--- src/inc/ohci_list_pkg.sv ---
// Offsets, field positions, reset values and timing of the list control registers
`default_nettype none
package ohci_list_pkg;
  localparam logic [7:0] CONTROL_OFFSET = 8'h04;
  localparam logic [7:0] COMMAND_OFFSET = 8'h08;
  localparam int RATIO_LSB = 0;
  localparam int PERIODIC_ENABLE_BIT = 2;
  localparam int ISO_ENABLE_BIT = 3;
  localparam int CONTROL_ENABLE_BIT = 4;
  localparam int RESET_REQ_BIT = 0;
  localparam int CONTROL_FILLED_BIT = 1;
  localparam int BULK_FILLED_BIT = 2;
  localparam int OWNERSHIP_REQ_BIT = 3;
  localparam int OVERRUN_COUNT_LSB = 16;
  localparam logic [1:0] RATIO_RESET = 2'h0;
  localparam logic [1:0] OVERRUN_COUNT_RESET = 2'h0;
  localparam logic [2:0] SERVED_COUNT_RESET = 3'h0;
  localparam logic [31:0] READ_ZERO = 32'h00000000;
  localparam int CLOCK_PERIOD_NS = 5;
  localparam int SOFT_RESET_MAX_NS = 10000;
  // Longest time: round down
  localparam int SOFT_RESET_CYCLES = SOFT_RESET_MAX_NS / CLOCK_PERIOD_NS;
  localparam logic [10:0] SOFT_RESET_LOAD = 11'(SOFT_RESET_CYCLES - 1);
  localparam logic [10:0] SOFT_RESET_ZERO = 11'h000;
endpackage : ohci_list_pkg
`default_nettype wire

--- src/rtl/ohci_list_control_command_regs.sv ---
// List enables, service ratio and write-to-set command/status register
`default_nettype none
// How it works
// Control list runs from next frame onward
// Control enable checked at every list use
// Isochronous descriptor continues only when enabled
// Isochronous enable setting waits for next frame
// Periodic list gated per frame and checked
// Ratio 00/10/11 gives one, three, four
// Ratio 01 gives two control per bulk
// Compare served count with ratio first
// Served count survives frame boundaries
// Software rewrites ratio after any reset
// Software edits control list only disabled
// Command writes set ones, ignore zeros
// Command register reads back without effect
// Overrun bumps count and flags status
// Software writes reserved bits as zero
// Control at 04h, command at 08h
// Overrun count starts zero, wraps, always counts
// Ownership request raises ownership change flag
// Filled bits cleared at pass, set on find
// Soft reset clears registers, self-clears in time
module ohci_list_control_command_regs (
  input wire logic clock,
  input wire logic rst,
  input wire logic [7:0] reg_addr,
  input wire logic reg_wr,
  input wire logic reg_rd,
  input wire logic [31:0] reg_wdata,
  output logic [31:0] reg_rdata,
  input wire logic frame_start,
  input wire logic periodic_overrun,
  input wire logic control_pass_start,
  input wire logic bulk_pass_start,
  input wire logic control_td_found,
  input wire logic bulk_td_found,
  input wire logic control_ed_served,
  input wire logic bulk_ed_served,
  input wire logic changeover_done,
  output logic control_list_run,
  output logic periodic_list_run,
  output logic iso_run,
  output logic serve_control,
  output logic sched_overrun_set,
  output logic ownership_change_set,
  output logic soft_reset_active
);
  logic control_enable;
  logic iso_enable;
  logic periodic_list_enable;
  logic [1:0] control_bulk_ratio;
  logic control_frame;
  logic iso_frame;
  logic periodic_frame;
  logic software_reset_request;
  logic control_list_filled;
  logic bulk_list_filled;
  logic ownership_change_request;
  logic [1:0] overrun_count;
  logic [2:0] served_count;
  logic [10:0] reset_timer;

  function automatic logic [2:0] ratio_limit(input logic [1:0] ratio);

    ratio_limit = {1'b0, ratio} + 3'h1;
  endfunction : ratio_limit

  // Writes are refused while a soft reset runs
  wire ctrl_hit = reg_addr == ohci_list_pkg::CONTROL_OFFSET;
  wire cmd_hit = reg_addr == ohci_list_pkg::COMMAND_OFFSET;
  wire ctrl_wr = reg_wr && ctrl_hit && !software_reset_request;
  wire cmd_wr = reg_wr && cmd_hit && !software_reset_request;
  wire reset_start = cmd_wr && reg_wdata[ohci_list_pkg::RESET_REQ_BIT];
  wire ops_clear = rst || reset_start;
  wire reset_done = software_reset_request && reset_timer == ohci_list_pkg::SOFT_RESET_ZERO;
  wire set_clf = cmd_wr && reg_wdata[ohci_list_pkg::CONTROL_FILLED_BIT];
  wire set_blf = cmd_wr && reg_wdata[ohci_list_pkg::BULK_FILLED_BIT];
  wire set_ocr = cmd_wr && reg_wdata[ohci_list_pkg::OWNERSHIP_REQ_BIT];
  wire [31:0] ctrl_value = {27'h0000000, control_enable, iso_enable, periodic_list_enable,
                            control_bulk_ratio};
  wire [31:0] cmd_value = {14'h0000, overrun_count, 12'h000, ownership_change_request,
                           bulk_list_filled, control_list_filled, software_reset_request};
  wire [31:0] next_rdata = ctrl_hit ? ctrl_value :
                           cmd_hit ? cmd_value : ohci_list_pkg::READ_ZERO;
  // A cleared enable also drops its frame copy, so a set mid-frame waits for SOF
  wire next_control_frame = frame_start ? control_enable : control_frame && control_enable;
  wire next_iso_frame = frame_start ? iso_enable : iso_frame && iso_enable;
  wire next_periodic_frame = frame_start ? periodic_list_enable
                                         : periodic_frame && periodic_list_enable;
  wire next_serve = served_count < ratio_limit(control_bulk_ratio);

  always_ff @(posedge clock) begin
    if (ops_clear) begin
      control_enable <= 1'b0;
      iso_enable <= 1'b0;
      periodic_list_enable <= 1'b0;
      control_bulk_ratio <= ohci_list_pkg::RATIO_RESET;
    end else if (ctrl_wr) begin
      control_enable <= reg_wdata[ohci_list_pkg::CONTROL_ENABLE_BIT];
      iso_enable <= reg_wdata[ohci_list_pkg::ISO_ENABLE_BIT];
      periodic_list_enable <= reg_wdata[ohci_list_pkg::PERIODIC_ENABLE_BIT];
      control_bulk_ratio <= reg_wdata[ohci_list_pkg::RATIO_LSB +: 2];
    end
  end

  always_ff @(posedge clock) begin
    if (ops_clear) begin
      control_frame <= 1'b0;
      iso_frame <= 1'b0;
      periodic_frame <= 1'b0;
    end else begin
      control_frame <= next_control_frame;
      iso_frame <= next_iso_frame;
      periodic_frame <= next_periodic_frame;
    end
  end

  // Live enable and frame copy both gate each use
  always_ff @(posedge clock) begin
    if (ops_clear) begin
      control_list_run <= 1'b0;
      periodic_list_run <= 1'b0;
      iso_run <= 1'b0;
      serve_control <= 1'b0;
    end else begin
      control_list_run <= control_enable && control_frame;
      periodic_list_run <= periodic_list_enable && periodic_frame;
      iso_run <= iso_enable && iso_frame;
      serve_control <= next_serve;
    end
  end

  // Not touched by frame_start: the ratio spans frames
  always_ff @(posedge clock) begin
    if (ops_clear) begin
      served_count <= ohci_list_pkg::SERVED_COUNT_RESET;
    end else if (bulk_ed_served) begin
      served_count <= ohci_list_pkg::SERVED_COUNT_RESET;
    end else if (control_ed_served && next_serve) begin
      served_count <= served_count + 3'h1;
    end
  end

  // Set beats the pass-start clear so a found TD is never lost
  always_ff @(posedge clock) begin
    if (ops_clear) begin
      control_list_filled <= 1'b0;
      bulk_list_filled <= 1'b0;
    end else begin
      control_list_filled <= set_clf || control_td_found ||
                             (control_list_filled && !control_pass_start);
      bulk_list_filled <= set_blf || bulk_td_found ||
                          (bulk_list_filled && !bulk_pass_start);
    end
  end

  always_ff @(posedge clock) begin
    if (ops_clear) begin
      ownership_change_request <= 1'b0;
      ownership_change_set <= 1'b0;
    end else begin
      ownership_change_request <= set_ocr || (ownership_change_request && !changeover_done);
      ownership_change_set <= set_ocr;
    end
  end

  // Counts even if the status flag is already high; wraps 11b to 00b
  always_ff @(posedge clock) begin
    if (ops_clear) begin
      overrun_count <= ohci_list_pkg::OVERRUN_COUNT_RESET;
      sched_overrun_set <= 1'b0;
    end else begin
      if (periodic_overrun) begin
        overrun_count <= overrun_count + 2'h1;
      end
      sched_overrun_set <= periodic_overrun;
    end
  end

  always_ff @(posedge clock) begin
    if (rst) begin
      software_reset_request <= 1'b0;
      reset_timer <= ohci_list_pkg::SOFT_RESET_ZERO;
      soft_reset_active <= 1'b0;
    end else if (reset_start) begin
      software_reset_request <= 1'b1;
      reset_timer <= ohci_list_pkg::SOFT_RESET_LOAD;
      soft_reset_active <= 1'b1;
    end else if (reset_done) begin
      software_reset_request <= 1'b0;
      soft_reset_active <= 1'b0;
    end else if (software_reset_request) begin
      reset_timer <= reset_timer - 11'h001;
    end
  end

  // Plain reads: no bit changes on a read
  always_ff @(posedge clock) begin
    if (rst) begin
      reg_rdata <= ohci_list_pkg::READ_ZERO;
    end else if (reg_rd) begin
      reg_rdata <= next_rdata;
    end
  end

  logic [11:0] reset_high_cycles;
  always_ff @(posedge clock) begin
    if (rst || !software_reset_request) begin
      reset_high_cycles <= 12'h000;
    end else begin
      reset_high_cycles <= reset_high_cycles + 12'h001;
    end
  end

  // Engine events move command bits by themselves, so a read beside one may see a change
  wire cmd_events = periodic_overrun || control_pass_start || bulk_pass_start ||
                    control_td_found || bulk_td_found || changeover_done || reset_done;
endmodule : ohci_list_control_command_regs
`default_nettype wire

--- config.mk ---
export PLATFORM = sky130hd
export DESIGN_NAME = ohci_list_control_command_regs
export DESIGN_NICKNAME = d
export VERILOG_FILES = /design/src/inc/ohci_list_pkg.sv /design/src/rtl/ohci_list_control_command_regs.sv
export SDC_FILE = /design/constraint.sdc
export NUM_CORES = 1
export LEC_CHECK = 0
export ABC_AREA = 1
export BUFFER_PORTS_ARGS = -buffer_cell sky130_fd_sc_hd__buf_2
export CAP_MARGIN = 10
export CORE_MARGIN = 3
export CORE_UTILIZATION = 50
export DETAILED_ROUTE_END_ITERATION = 6
export PLACE_DENSITY = 0.83
export SYNTH_ARGS = -nofsm -noshare
export SYNTH_HDL_FRONTEND = slang
export SYNTH_SLANG_ARGS = --single-unit
--- constraint.sdc ---
create_clock -name clock -period 2.15 [get_ports clock]
set_input_delay 0.5375 -clock clock [delete_from_list [all_inputs] [get_ports clock]]
set_output_delay 0.5375 -clock clock [all_outputs]
set_load 0.03 [all_outputs]
Word level (Yosys, flattened, before mapping)
Cells that the tools add are included.

Bits in registers: 66. Bits of input ports: 53. Output and inout bits: 39. Logic and storage cells: 74.

$add $sub $neg: 4. Order comparisons: 1. Eq/ne operators: 3. Muxes and demuxes: 10. Bitwise gates (word level): 1. Reduce and logical (&&, ||, !) cells: 33.

Operators by type and width (count): $mux W18 (2); $mux W11 (3); $logic_and A1 B1 Y1 (16); $logic_not A11 Y1 (1); $sub A11 B1 Y11 const B (1); $eq A8 B3 Y1 const B (1); $eq A8 B4 Y1 const B (1); $logic_or A1 B1 Y1 (6); $mux W1 (5); $logic_not A1 Y1 (4); $reduce_and A2 Y1 (2); $reduce_bool A2 Y1 (2); $reduce_or A2 Y1 (2); $add A2 B1 Y3 const B (1); $add A3 B1 Y3 const B (1); $lt A3 B3 Y1 (1); $add A2 B1 Y2 const B (1); $ne A2 B2 Y1 const B (1); $not A1 Y1 (1).

Logic depth before layout (Yosys ltp)
Word-level depth: 6. Depth in mapped cells: 13. Gate-level depth less buffers: 12.

Least setup slack after synthesis
No wires, ideal clock.

Path type: register to register. Start point: reg control_bulk_ratio[0]. End point: reg served_count[2]. Setup time: 0.115 ns. Arrival time: 1.349 ns. Data required time: 2.035 ns. Setup slack: 0.686 ns. Stages on the path, launching flop included: 10. Buffers on the path: 0. Period minus slack after synthesis: 1.464 ns. Cells stage by stage: dfxtp_1 -> ha_1 -> inv_1 -> ha_1 -> o211ai_1 -> nand3_1 -> inv_1 -> nand3_1 -> nand2_1 -> nor2_1.

Word-level cells in the longest chain between the ends: 3.

Ends and longest elaborated chain: start, declared (line ohci_list_control_command_regs.sv:52) `logic [1:0] control_bulk_ratio;`; start signal, assigned (line ohci_list_control_command_regs.sv:98) `control_bulk_ratio <= ohci_list_pkg::RATIO_RESET;`; start signal, assigned (line ohci_list_control_command_regs.sv:103) `control_bulk_ratio <= reg_wdata[ohci_list_pkg::RATIO_LSB +: 2];`; $add A2 B1 Y3 (line ohci_list_control_command_regs.sv:66) `ratio_limit = {1'b0, ratio} + 3'h1;`; $lt A3 B3 Y1 (line ohci_list_control_command_regs.sv:91) `wire next_serve = served_count < ratio_limit(control_bulk_ratio);`; $logic_and A1 B1 Y1 (line ohci_list_control_command_regs.sv:140) `end else if (control_ed_served && next_serve) begin`; end signal, assigned (line ohci_list_control_command_regs.sv:137) `served_count <= ohci_list_pkg::SERVED_COUNT_RESET;`; end signal, assigned (line ohci_list_control_command_regs.sv:139) `served_count <= ohci_list_pkg::SERVED_COUNT_RESET;`; end signal, assigned (line ohci_list_control_command_regs.sv:141) `served_count <= served_count + 3'h1;`; end, declared (line ohci_list_control_command_regs.sv:61) `logic [2:0] served_count;`.

Every way passes these cells. A chain may end at the register's enable or synchronous reset.

Worst setup path after layout
Start point: reg reset_timer[0]. End point: reg reset_timer[7].

Word-level cells in the longest chain between the ends: 4. Elaborated cells between the ends (all ways): 8. Classes of those cells: add/sub: 1; eq/ne: 1; mux: 3; reduce/logical: 3.

Ends and longest elaborated chain: start, declared (line ohci_list_control_command_regs.sv:62) `logic [10:0] reset_timer;`; start signal, assigned (line ohci_list_control_command_regs.sv:184) `reset_timer <= ohci_list_pkg::SOFT_RESET_ZERO;`; start signal, assigned (line ohci_list_control_command_regs.sv:188) `reset_timer <= ohci_list_pkg::SOFT_RESET_LOAD;`; start signal, assigned (line ohci_list_control_command_regs.sv:194) `reset_timer <= reset_timer - 11'h001;`; $sub A11 B1 Y11 or $logic_not A11 Y1 (tied branches) (line ohci_list_control_command_regs.sv:194, ohci_list_control_command_regs.sv:76); $mux W11 or $logic_and A1 B1 Y1 (tied branches) (line ohci_list_control_command_regs.sv:193, ohci_list_control_command_regs.sv:76); $mux W11 or $ne A2 B2 Y1 (tied branches); $mux W11 or $reduce_and A2 Y1 (tied branches).

Several ways; a longest one is shown, not always the timed one. The select of a mux whose other input is x is not followed.

==> impl_results.md <==
* Final setup vio count at 0
* Clk_skew at between 4 and 5 ps
* Power Dens Cells at ~630 nW/µm²
* R2r worst-path depth at 12
* VDD IR max at between 0.0004 and 0.0005 V
* GR Util All Layers at 0.1737
* Post-Route Utilization at 0.5900
* CTS sink cnt at 41
* Synth Area per Inst at 7.419 µm²
* Ports at 92
* Crit Path Class: flip-flop to flip-flop
* Startpoint types: flip-flop
* Worst reg2reg startpoint: reset_timer[0]$_SDFFE_PP0P_
* Antenna violations before repair at 0
* Max cap viols at 0
* Multi-input logic area at around 1100 µm²
* Slowest cell on crit path: nor2_2
* First-pass GRT wire length at 7279 µm
* Final setup TNS at 0 ps
* WP data arrival at about 1900 ps
* Vias at around 1,900
* Top post-synthesis cells by area: dfxtp_1 (37%), buf_4 (8.8%), nand2_1 (8.6%)
* Final worst slack at 481.0 ps
* Top-area cell type share of the netlist area at 0.3700
* DRT iter0 DRCs at 91
* Max-slew violation count at 0
* CP most frequent cell: nand2_1
* Leak at approximately 0.0012 µW
* Post-synthesis cell type count at 32
* #FFs+latches synth at 41
* Clock power share at 0.376
* Die Y at approximately 73 µm
* Drt via density at between 4 and 5
* Chip Width at 72.61 µm
* Pint at roughly 1100 µW
* Sequential cell area at between 800 and 900 µm²
* Main combinational cell family by area after synthesis: simple AND/OR/NAND/NOR gates
* CTS tree: done
* Synth Area in XOR/XNOR at 0.003948
* Endpoint, Worst Hold: reg_rdata[4]$_SDFFE_PP0P_
* Clock transition at the registers of the reported paths at 80 ps
* Worst-case clock buffer depth at 2
* Multiplexer area fraction after synthesis at 0
* Crit Path Max Fanout at 12
* Drt pass-1 iters at 4
* Fin. Hold Viols at 0
* Root buffer cell: clkbuf_8
* Commonest register cell after synthesis: dfxtp_1
* Fin Hold WS at 464.5 ps
* PortBufs at 39
* Cell area after layout at 2445 µm²
* Post-synthesis adder-cell area fraction at 0.03384
* Hold path cells at 2
* Sw frac at 0.2725
* Post-DP HPWL at 3182 µm
* Hold Path Class: flip-flop to flip-flop
* Simple-Gate Fraction of Synth Area at 0.2995
* Status: finished, final reports clean
* Unrepaired setup endpoints after global routing: no
* Switching power at roughly 420 µW
* Synth area leader: dfxtp_1
* Logic gate share of total power at 0.112
* PostCTS Resize Cnt at 0
* Final #Nets at 398
* Residual DRC at 0
* Reg-to-reg endpoint: reset_timer[7]$_SDFFE_PP0P_
* DRT antenna net count at 0
* Crit share post-route at 0.7763
* Die footprint at 5272 µm²
* GPL Wtd Cong at 0.8479
* Syn Inst Count at ~300
* Async set or reset register ratio after synthesis at 0
* Avg WL per Cell at 10.91 µm
* Post-synthesis compound-gate area fraction at 0.1077
* Yosys warnings at 0
* Sequential cell area fraction in the yosys report at 0.3700
* Hold Startpoint: control_enable$_SDFFE_PP0P_
* Total core area at 4144 µm²
* Vias in the first global route at 1,705
* Clk_lat worst skew at about 300 ps
* CP Capture Type: flip-flop
* Fill count at 345
* P&R area growth vs syn at 10.21%
* Flop-to-flop setup slack at 480 ps
* Starting Density at 0.5353
* GRT overflow at 0
* Routed Wire Length at approximately 4300 µm
* Flop pwr share at 0.512
* Placed Area at 2340 µm²
* Cell row count at 23
* Setup Fix Bufs, Post-CTS at 0
* Post-place setup slack at approximately 340 ps
* Layout cells sized above 1 at 0.2206
* Post-Syn Area at around 2200 µm²
* Largest net degree at the start of global routing at 23
* Minimum clock period at 1669 ps
* Largest stage delay, worst path at 350 ps
* Inserted Diodes at 0
* TritonCTS Buffers at 5
* F_max at between 500 and 600 MHz
* H-tree levels at 2
* Hold buffers post-CTS at 0
* Crit-path cells: inv_1 > ha_1 > inv_1 > nor2_1 > nand2_1 > nor2_2 > nor2_2 > nand2_1 > nand2_1 > nand3_1 > nand2_1 > inv_1
* Post-synth EDFFs at 0
* CP required at 2350 ps
[worst max-delay path by stage]
stage | from | endpoint | slack, ps | cells past startpoint
global route | reset_timer[0]$_SDFFE_PP0P_ | reset_timer[7]$_SDFFE_PP0P_ | 210 | 12
detailed placement | reg_addr[7] | served_count[1]$_SDFFE_PP0P_ | 340 | 9
finish | reset_timer[0]$_SDFFE_PP0P_ | reset_timer[7]$_SDFFE_PP0P_ | 480 | 12
floorplan | control_bulk_ratio[0]$_SDFFE_PP0P_ | served_count[2]$_SDFFE_PP0P_ | 690 | 9
CTS | reset_timer[0]$_SDFFE_PP0P_ | reset_timer[7]$_SDFFE_PP0P_ | 470 | 12
global placement | reg_addr[7] | served_count[1]$_SDFFE_PP0P_ | 360 | 9
[layer usage]
layer / global-route usage / vias to the layer above / share of wire
li1: - / 976 / -
met1: 0.2199 / 845 / 0.43
met2: 0.2806 / 80 / 0.46
met3: 0.04408 / 7 / 0.091
met4: 0.07172 / 0 / 0.016
met5: 0 / - / 0
[stage by stage]
step,total power [µW],cells
6_report,1529,390
2_1_floorplan,963.9,323
4_1_cts,1541,390
5_1_grt,1592,390
3_5_place_dp,970.1,382
3_3_place_gp,967.8,382
[kinds of logic (layout without fill, tap and decap cells)]
logic type / after synthesis / count (layout)
AOI/OAI and AO/OA: 36 / 36
xor gates and xnor gates: 1 / 1
adders and majority gates: 6 / 6
buffers and inverters: 76 / 93
DFF: 41 / 41
other: 1 / 25
and+or+nand+nor: 138 / 138
[power groups by stage]
stage / Combinational, µW / Clock, µW / Sequential (µW)
2_1_floorplan: 151 / 0 / 813
3_3_place_gp: 168 / 0 / 800
3_5_place_dp: 170 / 0 / 800
4_1_cts: 171 / 588 / 782
5_1_grt: 187 / 621 / 784
6_report: 171 / 575 / 782
[state kept, by name, summed over array words and instances (netlist names), 2 cells and up]
register and cells:
overrun_count 2, reg_rdata 7, served_count 3, reset_timer 11, control_bulk_ratio 2
[synth_stat cells (2+ instances only)]
master	instances
nand2_1	51
inv_1	43
dfxtp_1	41
nor2_1	35
buf_4	26
nand3_1	26
a21oi_1	18
ha_1	6
a211oi_2	5
nor2_2	5
o211ai_1	5
o21ai_0	5
nand4_1	4
nor2_4	4
buf_6	3
nor3_1	3
nor3_2	3
nand2_2	2
[cell usage in the layout (no fill, tap or decap), types with 5 or more instances in the layout]
cell	netlist	routed
nand2_1	51	51
inv_1	43	43
dfxtp_1	41	41
buf_2	1	39
nor2_1	35	35
nand3_1	26	26
conb_1	1	25
a21oi_1	18	18
clkbuf_8	0	7
ha_1	6	6
nor2_2	5	5
o21ai_0	5	5
o211ai_1	5	5
a211oi_2	5	5
[worst max-delay path: cells and delay by family, from the launching register on]
kind,cells,cell delay [ps]
buffers and inverters,3,180
AND/OR/NAND/NOR,8,870
flip-flops,1,330
adder cells (fa/ha/maj),1,200
[layout make-up]
type	instances	share of cell area
clock buffers	7	0.03941
clock inverters	1	0.003582
inverters	44	0.06755
multi-input cells	206	0.4422
flip-flops and latches	41	0.3357
well taps	50	0.02559
repair buffers	41	0.08598
Power figures use the tool's default switching activity.
